<file path="src/include/root_err_pkg.sv">
// constants for the root port error status and source id logger
package root_err_pkg;
  // register offsets in configuration space
  localparam logic [11:0] ROOT_STS_OFS = 12'h130;
  localparam logic [11:0] SRC_ID_OFS = 12'h134;
  // reset values
  localparam logic [31:0] ROOT_STS_RST = 32'h00000000;
  localparam logic [31:0] SRC_ID_RST = 32'h00000000;
  localparam logic [15:0] RID_RST = 16'h0000;
  // root status field positions
  localparam int FIRST_CORR_BIT = 0;
  localparam int MULTI_CORR_BIT = 1;
  localparam int FIRST_UNC_BIT = 2;
  localparam int MULTI_UNC_BIT = 3;
  localparam int FIRST_FATAL_BIT = 4;
  localparam int NONFATAL_DET_BIT = 5;
  localparam int FATAL_DET_BIT = 6;
  localparam int MSI_LSB = 27;
  localparam int MSI_W = 5;
  localparam int W1C_W = 7;
  // source id field positions
  localparam int CORR_SID_LSB = 0;
  localparam int UNC_SID_LSB = 16;
  localparam int RID_W = 16;
  // severity encoding of an error event
  localparam logic [1:0] SEV_CORR = 2'h0;
  localparam logic [1:0] SEV_NONFATAL = 2'h1;
  localparam logic [1:0] SEV_FATAL = 2'h2;
endpackage

</file>
<file path="src/logic/root_port_error_status_log.sv">
// root port error message status and error source id registers
//
// How it works
// - correctable error with first flag clear sets first-correctable bit 0
// - requestor id of first correctable error lands in source id 15:0
// - fatal or non-fatal error with first flag clear sets bit 2
// - requestor id of first uncorrectable error lands in source id 31:16
// - correctable error while first flag set sets multiple-correctable bit 1
// - uncorrectable error while first flag set sets multiple-uncorrectable bit 3
// - two first errors in one clock set only the first flag
// - while first flag is set later ids are dropped, log unchanged
// - bit 4 records whether the first uncorrectable error was fatal
// - bit 6 sets whenever a fatal error message is seen
// - bit 5 sets whenever a non-fatal error message is seen
// - bits 6, 4 and 2 form the fatal escalation clear condition
// - bits 5, 4 and 2 form the non-fatal escalation clear condition
// - status flags clear only where software writes a one
// - flags and ids survive system reset, only power-on clears them
// - link error wins over internal error in the same clock
// - bits 31:27 read back the msi message number offset
`timescale 1ns/1ps
`default_nettype none
module root_port_error_status_log (
  // clock and power-on reset
  input wire logic sys_clk,
  input wire logic reset_n,
  // error message received from the link
  input wire logic link_err_valid,
  input wire logic [1:0] link_err_sev,
  input wire logic [root_err_pkg::RID_W-1:0] link_err_rid,
  // internally detected error
  input wire logic int_err_valid,
  input wire logic [1:0] int_err_sev,
  input wire logic [root_err_pkg::RID_W-1:0] int_err_rid,
  // msi vector offset from the interrupt logic
  input wire logic [root_err_pkg::MSI_W-1:0] msi_msg_offset,
  // configuration access
  input wire logic cfg_wr,
  input wire logic cfg_rd,
  input wire logic [11:0] cfg_addr,
  input wire logic [3:0] cfg_be,
  input wire logic [31:0] cfg_wdata,
  output logic [31:0] cfg_rdata_ff,
  output logic cfg_rvalid_ff,
  // escalation clear conditions
  output logic fatal_esc_clr_ff,
  output logic nonfatal_esc_clr_ff
);

  function automatic logic sev_hit(
    input logic valid,
    input logic [1:0] sev,
    input logic [1:0] want
  );
    return valid && (sev == want);
  endfunction

  logic link_corr;
  logic link_nonfatal;
  logic link_fatal;
  logic int_corr;
  logic int_nonfatal;
  logic int_fatal;
  logic link_unc;
  logic int_unc;
  logic sts_wr;
  logic [root_err_pkg::W1C_W-1:0] w1c;
  logic first_corr;
  logic multi_corr;
  logic first_unc;
  logic multi_unc;
  logic unc_capture;
  logic [root_err_pkg::RID_W-1:0] corr_rid;
  logic [root_err_pkg::RID_W-1:0] unc_rid;
  logic first_fatal_ff;
  logic fatal_det_ff;
  logic nonfatal_det_ff;
  logic nxt_fatal_esc_clr;
  logic nxt_nonfatal_esc_clr;
  logic [31:0] sts_word;
  logic [31:0] sid_word;
  logic [31:0] nxt_rdata;

  // event decode per class
  assign link_corr = sev_hit(link_err_valid, link_err_sev, root_err_pkg::SEV_CORR);
  assign link_nonfatal = sev_hit(link_err_valid, link_err_sev, root_err_pkg::SEV_NONFATAL);
  assign link_fatal = sev_hit(link_err_valid, link_err_sev, root_err_pkg::SEV_FATAL);
  assign int_corr = sev_hit(int_err_valid, int_err_sev, root_err_pkg::SEV_CORR);
  assign int_nonfatal = sev_hit(int_err_valid, int_err_sev, root_err_pkg::SEV_NONFATAL);
  assign int_fatal = sev_hit(int_err_valid, int_err_sev, root_err_pkg::SEV_FATAL);
  assign link_unc = link_nonfatal | link_fatal;
  assign int_unc = int_nonfatal | int_fatal;

  // only byte 0 holds clearable bits; zeros clear nothing
  assign sts_wr = cfg_wr && (cfg_addr == root_err_pkg::ROOT_STS_OFS) && cfg_be[0];
  assign w1c = sts_wr ? cfg_wdata[root_err_pkg::W1C_W-1:0] : '0;

  error_class_log u_corr (
    .sys_clk(sys_clk),
    .reset_n(reset_n),
    .link_hit(link_corr),
    .link_rid(link_err_rid),
    .int_hit(int_corr),
    .int_rid(int_err_rid),
    .clr_first(w1c[root_err_pkg::FIRST_CORR_BIT]),
    .clr_multi(w1c[root_err_pkg::MULTI_CORR_BIT]),
    .first_ff(first_corr),
    .multi_ff(multi_corr),
    .rid_ff(corr_rid),
    .capture()
  );

  error_class_log u_unc (
    .sys_clk(sys_clk),
    .reset_n(reset_n),
    .link_hit(link_unc),
    .link_rid(link_err_rid),
    .int_hit(int_unc),
    .int_rid(int_err_rid),
    .clr_first(w1c[root_err_pkg::FIRST_UNC_BIT]),
    .clr_multi(w1c[root_err_pkg::MULTI_UNC_BIT]),
    .first_ff(first_unc),
    .multi_ff(multi_unc),
    .rid_ff(unc_rid),
    .capture(unc_capture)
  );

  // kind of the first uncorrectable error, link first
  always_ff @(posedge sys_clk or negedge reset_n)
  begin
    if (!reset_n)
      first_fatal_ff <= 1'b0;
    else if (unc_capture)
      first_fatal_ff <= link_unc ? link_fatal : int_fatal;
    else if (w1c[root_err_pkg::FIRST_FATAL_BIT])
      first_fatal_ff <= 1'b0;
  end

  // fatal detected, set wins over clear
  always_ff @(posedge sys_clk or negedge reset_n)
  begin
    if (!reset_n)
      fatal_det_ff <= 1'b0;
    else if (link_fatal || int_fatal)
      fatal_det_ff <= 1'b1;
    else if (w1c[root_err_pkg::FATAL_DET_BIT])
      fatal_det_ff <= 1'b0;
  end

  // non-fatal detected, set wins over clear
  always_ff @(posedge sys_clk or negedge reset_n)
  begin
    if (!reset_n)
      nonfatal_det_ff <= 1'b0;
    else if (link_nonfatal || int_nonfatal)
      nonfatal_det_ff <= 1'b1;
    else if (w1c[root_err_pkg::NONFATAL_DET_BIT])
      nonfatal_det_ff <= 1'b0;
  end

  // fatal escalation may clear once nothing fatal is logged
  assign nxt_fatal_esc_clr = ~fatal_det_ff & ~(first_unc & first_fatal_ff);
  // non-fatal escalation may clear once nothing non-fatal is logged
  assign nxt_nonfatal_esc_clr = ~nonfatal_det_ff & ~(first_unc & ~first_fatal_ff);

  // registered so downstream escalation sees a glitch-free level
  always_ff @(posedge sys_clk or negedge reset_n)
  begin
    if (!reset_n)
    begin
      fatal_esc_clr_ff <= 1'b1;
      nonfatal_esc_clr_ff <= 1'b1;
    end
    else
    begin
      fatal_esc_clr_ff <= nxt_fatal_esc_clr;
      nonfatal_esc_clr_ff <= nxt_nonfatal_esc_clr;
    end
  end

  // status word; reserved bits read zero
  always_comb
  begin
    sts_word = root_err_pkg::ROOT_STS_RST;
    sts_word[root_err_pkg::MSI_LSB +: root_err_pkg::MSI_W] = msi_msg_offset;
    sts_word[root_err_pkg::FATAL_DET_BIT] = fatal_det_ff;
    sts_word[root_err_pkg::NONFATAL_DET_BIT] = nonfatal_det_ff;
    sts_word[root_err_pkg::FIRST_FATAL_BIT] = first_fatal_ff;
    sts_word[root_err_pkg::MULTI_UNC_BIT] = multi_unc;
    sts_word[root_err_pkg::FIRST_UNC_BIT] = first_unc;
    sts_word[root_err_pkg::MULTI_CORR_BIT] = multi_corr;
    sts_word[root_err_pkg::FIRST_CORR_BIT] = first_corr;
  end

  always_comb
  begin
    sid_word = root_err_pkg::SRC_ID_RST;
    sid_word[root_err_pkg::UNC_SID_LSB +: root_err_pkg::RID_W] = unc_rid;
    sid_word[root_err_pkg::CORR_SID_LSB +: root_err_pkg::RID_W] = corr_rid;
  end

  // unmapped offsets read zero
  always_comb
  begin
    nxt_rdata = 32'h00000000;
    if (cfg_addr == root_err_pkg::ROOT_STS_OFS)
      nxt_rdata = sts_word;
    else if (cfg_addr == root_err_pkg::SRC_ID_OFS)
      nxt_rdata = sid_word;
  end

  // read data holds until the next read
  always_ff @(posedge sys_clk or negedge reset_n)
  begin
    if (!reset_n)
      cfg_rdata_ff <= 32'h00000000;
    else if (cfg_rd)
      cfg_rdata_ff <= nxt_rdata;
  end

  always_ff @(posedge sys_clk or negedge reset_n)
  begin
    if (!reset_n)
      cfg_rvalid_ff <= 1'b0;
    else
      cfg_rvalid_ff <= cfg_rd;
  end
endmodule
`default_nettype wire

</file>
<file path="src/logic/error_class_log.sv">
// first/multiple flags and source id capture for one error class
`timescale 1ns/1ps
`default_nettype none
module error_class_log (
  // clock and power-on reset
  input wire logic sys_clk,
  input wire logic reset_n,
  // error events of this class
  input wire logic link_hit,
  input wire logic [root_err_pkg::RID_W-1:0] link_rid,
  input wire logic int_hit,
  input wire logic [root_err_pkg::RID_W-1:0] int_rid,
  // write-one-to-clear strobes
  input wire logic clr_first,
  input wire logic clr_multi,
  // logged state
  output logic first_ff,
  output logic multi_ff,
  output logic [root_err_pkg::RID_W-1:0] rid_ff,
  output logic capture
);
  logic hit;

  assign hit = link_hit | int_hit;
  // a hit while the first flag is set is never a first error
  assign capture = hit & ~first_ff;

  // first flag: set wins over clear
  always_ff @(posedge sys_clk or negedge reset_n)
  begin
    if (!reset_n)
      first_ff <= 1'b0;
    else if (hit)
      first_ff <= 1'b1;
    else if (clr_first)
      first_ff <= 1'b0;
  end

  // only a hit in a later clock than the first sets multi
  always_ff @(posedge sys_clk or negedge reset_n)
  begin
    if (!reset_n)
      multi_ff <= 1'b0;
    else if (hit && first_ff)
      multi_ff <= 1'b1;
    else if (clr_multi)
      multi_ff <= 1'b0;
  end

  // link message wins over an internal error in the same clock
  always_ff @(posedge sys_clk or negedge reset_n)
  begin
    if (!reset_n)
      rid_ff <= root_err_pkg::RID_RST;
    else if (capture)
      rid_ff <= link_hit ? link_rid : int_rid;
  end
endmodule
`default_nettype wire

</file>
<file path="config.mk">
export PLATFORM = sky130hd
export DESIGN_NAME = root_port_error_status_log
export DESIGN_NICKNAME = d
export VERILOG_FILES = /design/src/include/root_err_pkg.sv /design/src/logic/root_port_error_status_log.sv /design/src/logic/error_class_log.sv
export SDC_FILE = /design/constraint.sdc
export NUM_CORES = 1
export LEC_CHECK = 0
export BUFFER_PORTS_ARGS = -buffer_cell sky130_fd_sc_hd__buf_2
export CORE_MARGIN = 2
export CORE_UTILIZATION = 50
export CTS_BUF_LIST = sky130_fd_sc_hd__clkbuf_8
export CTS_CLUSTER_DIAMETER = 40
export CTS_CLUSTER_SIZE = 40
export DETAILED_ROUTE_END_ITERATION = 7
export PLACE_DENSITY = 0.8
export SKIP_CTS_REPAIR_TIMING = 1
export SYNTH_ARGS = -nofsm -noshare
export SYNTH_HDL_FRONTEND = slang
export SYNTH_HIERARCHICAL = 1
export SYNTH_SLANG_ARGS = --single-unit
</file>
<file path="constraint.sdc">
create_clock -name sys_clk -period 3.4 [get_ports sys_clk]
set_input_delay 0 -clock sys_clk [delete_from_list [all_inputs] [get_ports sys_clk]]
set_output_delay 0 -clock sys_clk [all_outputs]
set_load 0.005 [all_outputs]
</file>
# Word-level counts from Yosys, hierarchy flattened
# Cells that the tools add are included.
[word_totals]
wordCells = 77
in_bits = 95
reg_bits = 74
out_inout_bits = 35
[op_classes]
n_reduce_logical = 21
n_eq_ne = 6
n_mux = 20
bitwise_logic = 17
[ops]
columns = ["operator", "count"]
rows = [
  ["32-bit 2-to-1 mux", 2],
  ["16-bit 2-to-1 mux", 2],
  ["12-bit by 9-bit == test with 1-bit output, second input constant", 2],
  ["1-bit 2-to-1 mux", 15],
  ["2-bit nonzero test", 7],
  ["1-bit logical AND", 10],
  ["7-bit 2-to-1 mux", 1],
  ["1-bit inverter", 7],
  ["1-bit AND", 6],
  ["2-bit by 1-bit == test with 1-bit output, second input constant", 2],
  ["2-bit == test, second input constant", 2],
  ["2-bit logical NOT", 2],
  ["1-bit bitwise OR", 4],
  ["1-bit logical OR", 2],
]

# Logic depth before layout (Yosys ltp)
[depth]
ltp_word = 6
ltp_mapped = 9

# Cells and area by module
# The synthesis kept the hierarchy.
[by_module_without_submodules]
columns = ["module", "n_inst", "cells_each", "area_each_um2", "seq_area_each_um2"]
rows = [
  ["root_port_error_status_log", 1, 183, 1978.1, 953.4],
  ["error_class_log", 2, 85, 863.3, 450.4],
]

# Worst setup path before layout
# Ideal clock, no wire load.
[synth_timing]
path_type = "input to register"
from = "in cfg_addr[7]"
to = "reg cfg_rdata_ff[24]"
setup_time_ps = 83
slack_ps = 1869
arrival_ps = 1447
cell_stages = 5
path_buffers = 2
path_cell_list = "or4b_1 > buf_2 > or4_4 > buf_6 > o22ai_2"
[synth_via]
elab_chain_len = 3
word_cells_on_any_way = 4
cone_classes = "eq/ne: 2; mux: 2"
[synth_lines]
columns = ["item", "line", "source"]
rows = [
  ["start, declared", "root_port_error_status_log.sv:40", "input wire logic [11:0] cfg_addr,"],
  ["12-bit by 9-bit == test with 1-bit output", "root_port_error_status_log.sv:208", "else if (cfg_addr == root_err_pkg::SRC_ID_OFS)"],
  ["32-bit 2-to-1 mux", "root_port_error_status_log.sv:208", ""],
  ["32-bit 2-to-1 mux *", "root_port_error_status_log.sv:206", "if (cfg_addr == root_err_pkg::ROOT_STS_OFS)"],
  ["end signal, assigned", "root_port_error_status_log.sv:218", "cfg_rdata_ff <= nxt_rdata;"],
  ["end, declared", "root_port_error_status_log.sv:43", "output logic [31:0] cfg_rdata_ff,"],
]
# Mark *: on every way between the ends. The rest lies on a longest branch, timed or not.
# A chain may end at the register's enable or synchronous reset.

# Final worst setup path
[layout_timing]
from = "in link_err_valid"
to = "reg u_corr/rid_ff[15] (netlist bit)"
[layout_via]
elab_chain_len = 3
word_cells_on_any_way = 4
cone_classes = "mux: 1; bitwise: 2; reduce/logical: 1"
[layout_lines]
columns = ["item", "line", "source"]
rows = [
  ["start, declared", "root_port_error_status_log.sv:28", "input wire logic link_err_valid,"],
  ["1-bit logical AND *", "root_port_error_status_log.sv:55", "return valid && (sev == want);"],
  ["via link_corr", "root_port_error_status_log.sv:58", "logic link_corr;"],
  ["1-bit bitwise OR", "error_class_log.sv:24", "assign hit = link_hit | int_hit;"],
  ["1-bit AND", "error_class_log.sv:26", "assign capture = hit & ~first_ff;"],
  ["end signal, assigned", "error_class_log.sv:54", "rid_ff <= root_err_pkg::RID_RST;"],
  ["end signal, assigned", "error_class_log.sv:56", "rid_ff <= link_hit ? link_rid : int_rid;"],
  ["end, declared", "error_class_log.sv:19", "output logic [root_err_pkg::RID_W-1:0] rid_ff,"],
]
# The timed path passes the listed nets; every way through them passes the cells marked *.

==> qor.txt <==
status: finished with violations
failing checks: negative hold slack
Largest Register: cfg_rdata_ff
final hold slack: -0.0370 ns
initial detailed-routing violation count: 410
die height: 90.0 um
total clock sinks: 74
Clock Skew: 0.0113 ns
CP most frequent cell: dlygate4sd3_1
Max VDD drop: 198 uV
Worst Tran Pin Value: 0.932 ns
r2r worst-path depth: 4
Root Driver: clkbuf_8
Num CTS Buffers: 9
PortBufs: 101
Synth Net Count: 447
Top Registers: cfg_rdata_ff x32, u_corr/rid_ff x16, u_unc/rid_ff x16
Antenna Nets Post-Route: 0
synthesized area: 3700 um^2
Hold Crit Depth: 3
initial antenna violation count: 0
Rel. slew slack: 0.379
Avg Vias per Cell: 5.86
vias in the first global route: 3215
final number of setup-violating endpoints: 0
Worst EP arrival: 3.03 ns
CTS tree: yes
Initial Utilization: 0.513
Hold Path Sink: u_unc/rid_ff[7]$_DFFE_PN0P_
Clock Path Buffers: 2
worst r2r src: u_unc/first_ff$_DFFE_PN0P_
H-tree Lvls: 3
die area: 8110 um^2
Syn Area/Cell: 10.5 um^2
Nets: 575
ant diodes: 0
fraction of layout cells with a size suffix above 1: 0.347
max-slew violations: 0
post-layout minimum cycle time: 2.75 ns
critical path class: input port to register
via count: 3418
RSZ-0062 raised after global routing: false
Synth-to-Final Area Change: 29.1%
crit-path max FO: 16
most frequent cells in the layout: buf_2, dfrtp_1, inv_1
worst hold start: int_err_rid[7]
max reg flops: 32
Core Util, Final: 0.663
Total Routing Usage GR: 0.240
DP Wirelength: 6.61 mm
clock slew at reported path FFs: 0.07 ns
GPL Wtd Cong: 0.823
Ys Warns: 6
final hold viol count: 14
Max Cap Violations: 0
crit-path cells: dlygate4sd3_1 -> buf_2 -> nor3b_2 -> buf_4 -> or2_1 -> o22ai_1 -> nor3_1 -> dlygate4sd3_1
Worst Setup End Kind: register
CP max stage cell: nor3b_2
CP startpoint kind: input port
# IOs: 130
Syn Inst Count: 352
Core Box Area: 7210 um^2
largest net degree at the start of global routing: 75
DR pass1 iterations: 5
Worst Path Required: 3.68 ns
HP Class: input port to register
Setup TNS Final: 0 ns
# rows: 31
post-detailed-route wirelength per cell: 17.5 um
first-pass GRT wire length: 15.5 mm
gr ovfl total: 0
Crit path largest cell delay: 0.60 ns
Critical R2R Capture: u_unc/rid_ff[2]$_DFFE_PN0P_
Skew-Pair Late Insertion Delay: 0.35 ns
Die W: 90.0 um
commonest non-fill, non-tap cell in the layout: buf_2
PD cells: 363 nW/um^2
Detailed Route WL: 10.2 mm
reg-to-reg slack, setup: 1.17 ns
drt drc: 0
leakage: 2.16 nW
Fmax: 363 MHz
final period utilization: 0.809
worst max path at each step:
stage,from,end,slack (ns)
after floorplan,cfg_addr[7],cfg_rdata_ff[24]$_DFFE_PN0P_,1.87
after global placement,link_err_sev[1],u_unc/rid_ff[13]$_DFFE_PN0P_,1.44
after detailed placement,link_err_sev[1],u_corr/rid_ff[4]$_DFFE_PN0P_,1.39
after CTS,u_unc/first_ff$_DFFE_PN0P_,u_unc/rid_ff[7]$_DFFE_PN0P_,1.75
after global routing,link_err_valid,u_corr/rid_ff[7]$_DFFE_PN0P_,0.56
final,link_err_valid,u_corr/rid_ff[15]$_DFFE_PN0P_,0.65
cell type report:
class	count	area, um^2
multi-input combinational	205	1510
tap	99	124
fill	578	2430
timing repair buffer	144	931
clock buffer	10	138
inverter	46	173
clock inverter	5	55.1
sequential	74	1850
per-layer routing:
metal  vias up  part of all wire  global-route usage  routed length (um)
met1      1675              0.42               0.319                4310
met5         -                 0                   0                   0
met4         0             0.021               0.101                 210
met2       188              0.48               0.382                4880
met3        23             0.078              0.0536                 793
li1       1532                 -                   -                   -
metrics by stage:
step / hold WS [ns] / setup WS, ns / power (mW) / area, um^2 / std cells
2_1_floorplan: -0.296 / 1.87 / 0.981 / 3700 / 352
4_1_cts: -0.180 / 1.75 / 1.72 / 4380 / 543
3_5_place_dp: 0.199 / 1.39 / 1.05 / 4190 / 528
3_3_place_gp: 0.193 / 1.44 / 1.05 / 4190 / 528
5_1_grt: 0.000796 / 0.565 / 1.80 / 4780 / 583
6_report: -0.0370 / 0.649 / 1.74 / 4780 / 583
critical path, delay by kind of cell:
kind | cells | cell delay (ns)
AOI/OAI and AO/OA | 1 | 0.16
buffers and inverters | 4 | 1.50
and+or+nand+nor | 3 | 1.37
power by group:
group	internal, mW	switching (mW)
combinational	0.0807	0.0998
clock	0.352	0.322
sequential	0.881	0.000695
No activity file was read; power rests on OpenSTA's default activity.
